File: src/shared/wdg_pkg.sv
// constants shared by the guarded watchdog and its counter
// assumes a single system clock; the slow oscillator arrives as an enable level
`default_nettype none
package wdg_pkg;
  localparam logic [7:0] WDG_CLEAR_CODE = 8'hac;
  localparam logic [7:0] WDG_CLEAR_READ = 8'h9a;
  // bits 7..5 of the mode byte that software is expected to write
  localparam logic [2:0] WDG_MODE_TOP = 3'h3;
  localparam int WDG_CS_HI_BIT = 4;
  localparam int WDG_CS_LO_BIT = 3;
  localparam int WDG_CS_RATE_LSB = 0;
  localparam logic [7:0] WDG_MODE_RESET = 8'h67;
  localparam int WDG_CNT_WIDTH = 20;
  // self-programming caution: a block erase takes at least this long
  localparam int WDG_ERASE_MIN_US = 10000;
  localparam int WDG_CLK_MHZ = 40;
  localparam int WDG_ERASE_MIN_CYC = WDG_ERASE_MIN_US * WDG_CLK_MHZ;
endpackage
`default_nettype wire

File: src/shared/wdg_cnt_if.sv
// carrier between the watchdog guard and its counter
// assumes both ends sit on CLK_I
`timescale 1ns/1ps
`default_nettype none
interface wdg_cnt_if;
  logic clear;
  logic run;
  logic [2:0] rate;
  logic overflow;
  modport guard (output clear, output run, output rate, input overflow);
  modport counter (input clear, input run, input rate, output overflow);
endinterface
`default_nettype wire

File: src/rtl/wdg_counter.sv
// watchdog counter: counts ticks, flags overflow at the selected length
// assumes tick is a one-cycle enable from the clock source
`timescale 1ns/1ps
`default_nettype none
module wdg_counter
  import wdg_pkg::*;
#(
  parameter int CNT_WIDTH = WDG_CNT_WIDTH
) (
  input wire logic clk_i,
  input wire logic rst_i,
  input wire logic tick_i,
  wdg_cnt_if.counter cnt
);
  typedef struct packed {
    logic [CNT_WIDTH-1:0] count;
    logic overflow;
  } wdg_cnt_state_t;

  wdg_cnt_state_t state;
  wdg_cnt_state_t next_state;
  logic [CNT_WIDTH-1:0] limit;

  // rate 0 is the shortest period; each step doubles it
  assign limit = {CNT_WIDTH{1'b1}} >> (3'h7 - cnt.rate);
  assign cnt.overflow = state.overflow;

  always_comb begin
    next_state = state;
    next_state.overflow = 1'b0;
    if (cnt.clear) begin
      next_state.count = '0;
    end else if (cnt.run && tick_i) begin
      if (state.count >= limit) begin
        next_state.overflow = 1'b1;
        next_state.count = '0;
      end else begin
        next_state.count = state.count + 1'b1;
      end
    end
  end

  always_ff @(posedge clk_i or posedge rst_i) begin
    if (rst_i) begin
      state <= '0;
    end else begin
      state <= next_state;
    end
  end
endmodule
`default_nettype wire

File: src/rtl/wdg_guard.sv
// guarded watchdog: mode and clear byte writes with illegal-access reset
// assumes the core presents one write per cycle with a bit-access flag;
// the slow oscillator is seen as a one-cycle tick on the system clock
//
// Summary of operation
// - mode byte takes whole-byte writes only; bit access is refused.
// - clear write with value other than ACH asserts internal reset.
// - bit access on the clear register asserts internal reset.
// - clear register always reads back 9AH.
// - unstoppable option keeps the counter running in stop standby.
// - unstoppable option resets on overflow during or after stop.
// - timer H1 clocks from slow oscillator; software clears watchdog.
// - stoppable option halts counting in halt or stop standby.
// - after standby the counter resumes with the saved clock selection.
// - standby entry and exit keep the count value.
// - mode accepts one write; a second one resets unless stopped.
// - stopped by first mode write: no violations cause reset.
`timescale 1ns/1ps
`default_nettype none
module wdg_guard
  import wdg_pkg::*;
(
  input wire logic CLK_I,
  input wire logic RST_I,
  input wire logic OPT_OSC_STOPPABLE_I,
  input wire logic SLOW_TICK_I,
  input wire logic HALT_I,
  input wire logic STOP_I,
  input wire logic MODE_WR_I,
  input wire logic CLEAR_WR_I,
  input wire logic BIT_ACCESS_I,
  input wire logic [7:0] WDATA_I,
  output logic [7:0] MODE_RDATA_O,
  output logic [7:0] CLEAR_RDATA_O,
  output logic RUNNING_O,
  output logic INT_RESET_O
);
  typedef struct packed {
    logic [7:0] wdog_mode_reg;
    logic mode_written;
    logic opt_taken;
    logic osc_stoppable;
    logic int_reset;
    logic clear_pend;
  } wdg_guard_state_t;

  wdg_guard_state_t state;
  wdg_guard_state_t next_state;
  wdg_cnt_if cnt_bus ();

  logic wdog_clock_select_hi;
  logic stopped;
  logic standby;
  logic violation;

  assign wdog_clock_select_hi = state.wdog_mode_reg[WDG_CS_HI_BIT];
  assign stopped = wdog_clock_select_hi;
  assign standby = HALT_I || STOP_I;

  // ==========================================================
  // write decoding
  // a byte write is any write that is not a 1-bit manipulation
  function automatic logic is_byte_write(input logic wr, input logic bit_acc);
    return wr && !bit_acc;
  endfunction

  function automatic logic is_clear_code(input logic [7:0] data);
    return data == WDG_CLEAR_CODE;
  endfunction

  // ==========================================================
  // access checking
  always_comb begin
    violation = 1'b0;
    if (!stopped) begin
      if (MODE_WR_I && (BIT_ACCESS_I || state.mode_written)) begin
        violation = 1'b1;
      end
      if (CLEAR_WR_I && BIT_ACCESS_I) begin
        violation = 1'b1;
      end
      if (is_byte_write(CLEAR_WR_I, BIT_ACCESS_I) && !is_clear_code(WDATA_I)) begin
        violation = 1'b1;
      end
    end
  end

  always_comb begin
    next_state = state;
    next_state.clear_pend = 1'b0;
    if (!state.opt_taken) begin
      next_state.opt_taken = 1'b1;
      next_state.osc_stoppable = OPT_OSC_STOPPABLE_I;
    end
    // bit access on the mode register is ignored, not stored
    if (is_byte_write(MODE_WR_I, BIT_ACCESS_I) && !state.mode_written) begin
      next_state.wdog_mode_reg = WDATA_I;
      next_state.mode_written = 1'b1;
    end
    if (is_byte_write(CLEAR_WR_I, BIT_ACCESS_I) && is_clear_code(WDATA_I)) begin
      // clears are honoured in standby too, so a timer interrupt can
      // service the watchdog while the core sleeps
      next_state.clear_pend = 1'b1;
    end
    // internal reset is sticky; only RST_I releases it
    if (violation || (cnt_bus.overflow && !stopped)) begin
      next_state.int_reset = 1'b1;
    end
  end

  always_ff @(posedge CLK_I or posedge RST_I) begin
    if (RST_I) begin
      state <= '{wdog_mode_reg: WDG_MODE_RESET, default: '0};
    end else begin
      state <= next_state;
    end
  end

  // ==========================================================
  // counter control
  // standby does not touch clear or the saved rate, so the count and
  // clock selection survive a halt or stop
  assign cnt_bus.clear = state.clear_pend;
  assign cnt_bus.run = !stopped && state.opt_taken &&
    !(state.osc_stoppable && standby);
  assign cnt_bus.rate = state.wdog_mode_reg[2:0];

  wdg_counter #(
    .CNT_WIDTH(WDG_CNT_WIDTH)
  ) u_counter (
    .clk_i(CLK_I),
    .rst_i(RST_I),
    .tick_i(SLOW_TICK_I),
    .cnt(cnt_bus.counter)
  );

  assign MODE_RDATA_O = state.wdog_mode_reg;
  assign CLEAR_RDATA_O = WDG_CLEAR_READ;
  assign RUNNING_O = cnt_bus.run;
  assign INT_RESET_O = state.int_reset;
endmodule
`default_nettype wire

File: config.mk
export PLATFORM = sky130hd
export DESIGN_NAME = wdg_guard
export DESIGN_NICKNAME = d
export VERILOG_FILES = /design/src/shared/wdg_pkg.sv /design/src/shared/wdg_cnt_if.sv /design/src/rtl/wdg_counter.sv /design/src/rtl/wdg_guard.sv
export SDC_FILE = /design/constraint.sdc
export NUM_CORES = 1
export LEC_CHECK = 0
export BUFFER_PORTS_ARGS = -buffer_cell sky130_fd_sc_hd__buf_2
export CAP_MARGIN = 10
export CELL_PAD_IN_SITES_DETAIL_PLACEMENT = 0
export CELL_PAD_IN_SITES_GLOBAL_PLACEMENT = 1
export CORE_MARGIN = 2
export CORE_UTILIZATION = 46
export DETAILED_ROUTE_END_ITERATION = 8
export GPL_ROUTABILITY_DRIVEN = 0
export PLACE_DENSITY_LB_ADDON = 0.08
export RECOVER_POWER = 50
export SLEW_MARGIN = 10
export SYNTH_ARGS = -nofsm -noshare
export SYNTH_HDL_FRONTEND = slang
export SYNTH_SLANG_ARGS = --single-unit
export TNS_END_PERCENT = 10
File: constraint.sdc
create_clock -name CLK_I -period 6.06 [get_ports CLK_I]
set_clock_uncertainty 0.1 [all_clocks]
set_input_delay 0 -clock CLK_I [delete_from_list [all_inputs] [get_ports CLK_I]]
set_output_delay 0 -clock CLK_I [all_outputs]
set_load 0.05 [all_outputs]
==> results of run 1 <==
## cells by family (layout without fill, tap and decap cells)
family	after synthesis	in the layout	share of synthesized area [%]
muxes	10	10	5.13
and+or+nand+nor	100	100	26.3
other	2	9	0.350
DFF	34	34	39.9
buffers and inverters	35	59	9.10
adders and majority gates	8	8	4.66
AOI/OAI and AO/OA	47	47	14.5
## state kept, by name, indices dropped and copies added, names as in the netlist
signal and flops:
INT_RESET_O 1, MODE_RDATA_O 8, cnt_bus.clear 1, state 3
u_counter.cnt.overflow 1, u_counter.state 20
## layout make-up
cell class / count / area, sq um
clock inverter: 1 / 5.00
tap: 52 / 65.1
timing repair buffer: 42 / 275
multi-input combinational: 174 / 1120
fill: 412 / 1970
clock buffer: 7 / 86.3
sequential: 34 / 857
inverter: 9 / 33.8
## through the flow
step | utilization [%] | instance area, sq um | setup slack, ps | power (W) | std cells
detailed placement | 50.5 | 2230 | 3380 | 0.000853 | 298
finish | 55.3 | 2440 | 3360 | 0.00103 | 319
global placement | 50.5 | 2230 | 3460 | 0.000849 | 298
floorplan | - | 2170 | 3750 | 0.000777 | 243
global route | 55.3 | 2440 | 3240 | 0.00111 | 319
CTS | 55.5 | 2450 | 3380 | 0.00104 | 319
## layer usage
layer  GRT usage [%]  up-vias  share of wire, %
met5               0        -                 0
met3            4.17        2               3.3
met1            30.4      873                51
li1                -      908                 -
met4            5.66        0              0.59
met2            31.5       35                45
## repair_timing
item	in CTS	in global routing
hold buffers	13	0
gates resized for setup	0	0
endpoints found under the hold margin	40	0
## worst max-delay path, delay by kind of cell (launching register included)
family	cells	cell delay, ps
compound gates	3	550
simple gates	3	1030
flops	1	600
fa+ha+maj	1	300
## placed cells by master, fill, tap and decap left out, drive strengths merged, types with 2 or more instances in the layout
master | netlist | final
nor3b | 2 | 2
a31oi | 13 | 13
nand4 | 14 | 14
a41oi | 5 | 5
or4 | 4 | 4
o21ai | 7 | 7
a21oi | 12 | 12
o22ai | 3 | 3
dfstp | 5 | 5
inv | 9 | 9
nand2b | 2 | 2
mux2i | 2 | 2
mux2 | 8 | 8
nor2 | 11 | 11
and2 | 3 | 3
nor4 | 2 | 2
buf | 19 | 25
or2 | 3 | 3
nand2 | 21 | 21
dfrtp | 29 | 29
conb | 2 | 9
and3 | 4 | 4
nor3 | 8 | 8
nand3 | 21 | 21
clkbuf | 7 | 11
dlygate4sd3 | 0 | 13
nor2b | 2 | 2
ha | 8 | 8
## power by group through the flow
| stage | logic, W | clock network, W | registers (W) |
|---|---|---|---|
| after floorplan | 0.000428 | 0 | 0.000349 |
| after global placement | 0.000478 | 0 | 0.000371 |
| after detailed placement | 0.000479 | 0 | 0.000373 |
| after CTS | 0.000488 | 0.000181 | 0.000369 |
| after global routing | 0.000534 | 0.000192 | 0.000381 |
| final | 0.000484 | 0.000175 | 0.000369 |
## how the worst max path moves through the flow
stage               startpoint             endpoint  slack [ps]  cells past startpoint
2_1_floorplan  MODE_RDATA_O[1]  u_counter.state[18]        3750                      8
3_3_place_gp   MODE_RDATA_O[2]   u_counter.state[7]        3460                      7
3_5_place_dp   MODE_RDATA_O[2]   u_counter.state[7]        3380                      7
4_1_cts        MODE_RDATA_O[2]   u_counter.state[7]        3380                      7
5_1_grt        MODE_RDATA_O[2]   u_counter.state[7]        3240                      7
6_report       MODE_RDATA_O[2]   u_counter.state[7]        3360                      7
==> impl_metrics.toml, run 1 <==
[run_status]
status = "finished, violations left"
violations = "capacitance limit, slew limit"

[routing]
routedWlPerCell_um = 15.3
via_per_inst = 5.70
drt.antenna.violating_nets = 0
firstDrtPassIters = 4
num_vias = 1818
drc = 0
wl_um = 4890
drt-initial-drc-count = 139

[floorplanning]
die-height_um = 72.3
pin_count = 35
initial_core_util_pct = 48.6
dieArea_sq_um = 5230
die_x_um = 72.3
coreArea_sq_um = 4410
rows = 24

[critical_path]
slowest_delay_ps = 600
start_kind = "register"
r2r-start = "MODE_RDATA_O[2]"
r2r_cells = 7
worst_path_max_delay_cell = "dfstp_2"
cp.required_ps = 6110
rrSetupSlack_ps = 3360
crit_type = "register to register"
crit_chain = "o21ai_0 -> ha_1 -> nand4_1 -> nor3_1 -> nand2_1 -> a41oi_1 -> a31oi_1"
arrival_ps = 2760
end_kind = "register"
worstPathMaxFanout = 20
r2r_end = "u_counter.state[7]"

[yosys]
synth_top_area_share_pct = 33.8
ys_ff_latch = 34
synth.area.top_cells = "dfrtp_1, dfstp_2, buf_4"
synthFlopType = "dfrtp_1"
syn_inst = 236
synth_edf_count = 0
synth.avg_cell_area_sq_um = 9.09
synth_warnings = 0
yosys.area.top_type = "dfrtp_1"
yosys-top-cells-count = "dfrtp_1, nand2_1, nand3_1, buf_4"
synth_cell_type_count = 43
ys_seq_area_share_pct = 39.9
syn_area_sq_um = 2150
async_reset_ff_share_pct = 100
yosysMostFrequentCell = "dfrtp_1"

[grt]
grt_pass1_wl_um = 8410
grt_max_degree = 35
antenna_found_initial = 0
first_global_vias = 1717
grt_usage_pct = 20.8
grt_overflow = 0

[power]
switchingPower_w = 0.000477
p_comb_share_pct = 47.1
vdd_ir_drop_max_mv = 0.233
p_int_w = 0.000551
clkPwrFrac_pct = 17.0
switching_share_pct = 46.4
power_per_cell_area_nw_per_um2 = 421
p_leak_nw = 1.04
seqPwrFrac_pct = 35.9

[clock_network]
cts.sinks = 34
root_buffer = "clkbuf_8"
cts_tree = "yes"
post_cts_buffers = 0
clk_pin_slew_ps = 70
numCtsBuffers = 5
h-tree-depth = 2
clk_path_buf_depth = 2
clk_latency_ps = 280

[placed_design]
portBuffers = 26
dp_hpwl_um = 3360

[sta]
worst_slew_pin_slew_ps = 1880
finalCritPeriodShare_pct = 44.6
holdWs_ps = 23.1
slew_violations = 35
max_slew_margin_pct = -25.5
finalHoldViolCount = 0
finalSetupViolCount = 0
timing.fmax_mhz = 370
rsz0062_at_grt = "false"
tns_ps = 0
min_period_ps = 2700

[hold_path]
hold_start = "MODE_WR_I"
holdCritPathClass = "primary input to register"
hold_depth = 4
holdPathEnd = "INT_RESET_O"

[final_layout]
layout.nets = 291
layout-drive-gt1-share_pct = 21.0
area_delta_synth_final_pct = 13.8
diodes = 0

[run]
timing.max_cap.violations = 1
Power figures use the tool's default switching activity.
==> inputs of run 2 (changes only) <==
--- a/config.mk
+++ b/config.mk
@@ -5,12 +5,13 @@
 export SDC_FILE = /design/constraint.sdc
 export NUM_CORES = 1
 export LEC_CHECK = 0
+export ABC_AREA = 1
 export BUFFER_PORTS_ARGS = -buffer_cell sky130_fd_sc_hd__buf_2
 export CAP_MARGIN = 10
 export CELL_PAD_IN_SITES_DETAIL_PLACEMENT = 0
 export CELL_PAD_IN_SITES_GLOBAL_PLACEMENT = 1
 export CORE_MARGIN = 2
-export CORE_UTILIZATION = 46
+export CORE_UTILIZATION = 37
 export DETAILED_ROUTE_END_ITERATION = 8
 export GPL_ROUTABILITY_DRIVEN = 0
 export PLACE_DENSITY_LB_ADDON = 0.08
==> constraint.sdc (replaced) <==
create_clock -name CLK_I -period 2.4 [get_ports CLK_I]
set_clock_uncertainty 0.1 [all_clocks]
set_input_delay 0 -clock CLK_I [delete_from_list [all_inputs] [get_ports CLK_I]]
set_output_delay 0 -clock CLK_I [all_outputs]
set_load 0.05 [all_outputs]
==> impl_metrics.toml, run 2 <==
[run_status]
status = "finished, final reports clean"

[floorplanning]
dieArea_sq_um = 6620
initial_core_util_pct = 37.9
die-height_um = 81.4
die_x_um = 81.4
coreArea_sq_um = 5850
rows = 28
pin_count = 35

[clock_network]
root_buffer = "clkbuf_8"
h-tree-depth = 2
cts.sinks = 34
numCtsBuffers = 5
cts_tree = "yes"
post_cts_buffers = 0
clk_latency_ps = 290
clk_path_buf_depth = 2
clk_pin_slew_ps = 80

[yosys]
yosys-top-cells-count = "nand2_1, inv_1, dfrtp_1, nor2_1, buf_4"
synth_warnings = 0
synth.area.top_cells = "dfrtp_1, nand2_1, inv_1"
synth_edf_count = 0
syn_area_sq_um = 2210
ys_seq_area_share_pct = 38.7
synth_cell_type_count = 31
yosysMostFrequentCell = "nand2_1"
yosys.area.top_type = "dfrtp_1"
synth.avg_cell_area_sq_um = 7.85
synthFlopType = "dfrtp_1"
ys_ff_latch = 34
syn_inst = 282
async_reset_ff_share_pct = 100
synth_top_area_share_pct = 32.8

[final_layout]
mostFrequentLayoutCells = "nand2_1, inv_1, dfrtp_1, nor2_1, buf_2"
regMostFlops = "u_counter.state"
multiInputGateArea_sq_um = 1100
fillers = 591
regArea_sq_um = 857
layout.nets = 341
layout-drive-gt1-share_pct = 19.6
largest_reg_flops = 20
area_delta_synth_final_pct = 16.8
layout_commonest_cell = "nand2_1"
diodes = 0

[grt]
grt_pass1_wl_um = 7870
grt_usage_pct = 16.0
grt_max_degree = 35
antenna_found_initial = 0
grt_overflow = 0
first_global_vias = 1648

[critical_path]
cpLargestDelayFamily = "compound AO/OA/AOI/OAI gates"
worst_path_max_delay_cell = "dfstp_2"
r2r-start = "MODE_RDATA_O[1]"
crit_type = "register to register"
r2r_end = "u_counter.state[19]"
arrival_ps = 2290
rrSetupSlack_ps = 250
cp_common_cell = "nand2_1"
end_kind = "register"
cp.required_ps = 2530
r2r_cells = 9
worstPathMaxFanout = 8
crit_chain = "a21oi_1 -> ha_1 -> a21oi_1 -> nand2_1 -> a21oi_2 -> nand2_1 -> nor2_1 -> o21ai_0 -> nand2_1"
critPathBufInv = 0
slowest_delay_ps = 590
setup.worst_path.start = "MODE_RDATA_O[1]"
path_depth = 9
start_kind = "register"
cp-endpoint = "u_counter.state[19]"

[sta]
rsz0062_at_grt = "false"
min_period_ps = 2150
finalSetupViolCount = 0
tns_ps = 0
worst_slew_pin_slew_ps = 878
max_slew_margin_pct = 41.5
holdWs_ps = 64.5
layout_setup_ws_ps = 245
timing.fmax_mhz = 464
slew_violations = 0
finalHoldViolCount = 0
finalCritPeriodShare_pct = 89.8

[routing]
drc = 0
drt.antenna.violating_nets = 0
via_per_inst = 4.51
routedWlPerCell_um = 12.0
drt-initial-drc-count = 86
wl_um = 4700
num_vias = 1769
firstDrtPassIters = 4

[placed_design]
dp_hpwl_um = 3460
portBuffers = 26
place_ws_ps = 122

[run]
timing.max_cap.violations = 0

[hold_path]
holdCritPathClass = "primary input to register"
hold_start = "MODE_WR_I"

[power]
p_leak_nw = 1.22
power_per_cell_area_nw_per_um2 = 591
fin_total_pwr_w = 0.00153
vdd_ir_drop_max_mv = 0.277
-- run 2: changes by cell type after synthesis, moves of 6 or more --
cell,previous run,this run
nand2_1,21,72
inv_1,9,36
a31oi_1,13,0
nor2_1,11,24
nand3_1,21,12
mux2_2,8,1
a21oi_1,12,6
xor2_1,0,6
-- run 2: worst min-delay path by stage --
stage,to,cells past startpoint
final,INT_RESET_O,7
after global routing,INT_RESET_O,7
after CTS,INT_RESET_O,7
after detailed placement,u_counter.state[5],3
after global placement,u_counter.state[5],3
after floorplan,state[2],2
-- run 2: what timing repair did --
item                                    4_1_cts  5_1_grt
endpoints found under the setup margin        0        9
endpoints found under the hold margin        40        0
hold buffers                                 13        0
resized for setup                             0        1
-- run 2: logic make-up after synthesis --
group / Yosys count / synth area share (%)
buffers and inverters: 57 / 13.1
and+or+nand+nor: 133 / 27.6
AOI/OAI and AO/OA: 38 / 11.7
DFF: 34 / 38.7
adders and majority gates: 8 / 4.52
other: 2 / 0.339
xor gates and xnor gates: 9 / 3.56
muxes: 1 / 0.508
-- run 2: per-stage QoR --
step	cell area, sq um	utilization (%)	cells
floorplan	2240	-	289
global placement	2320	39.7	371
detailed placement	2320	39.7	371
CTS	2590	44.2	392
global route	2590	44.2	392
finish	2590	44.2	392
-- run 2: layout make-up --
cell class	instances	area share (%)
Multi-Input combinational cell	198	42.4
Sequential cell	34	33.1
Timing Repair Buffer	40	10.1
Inverter	37	5.37
Tap cell	75	3.63
Clock buffer	5	2.66
Clock inverter	3	2.66
-- run 2: worst min-delay path: cells and delay by family --
family	cells	cell delay, ps
buffers and inverters	2	120
AND/OR/NAND/NOR	3	200
AO/OA/AOI/OAI	2	110
-- run 2: power breakdown --
part,internal [W],total (W),switching (W)
clock network,0.000416,0.000642,0.000226
logic,0.0000811,0.000233,0.000151
registers,0.000609,0.000655,0.0000456
total,0.00111,0.00153,0.000423
-- run 2: metal layers --
metal / GRT usage, % / up-vias / share of wire (%)
met5: 0 / - / 0
met4: 4.58 / 0 / 1.0
met3: 4.22 / 5 / 3.4
met2: 26.5 / 31 / 49
met1: 20.4 / 790 / 47
li1: - / 943 / -
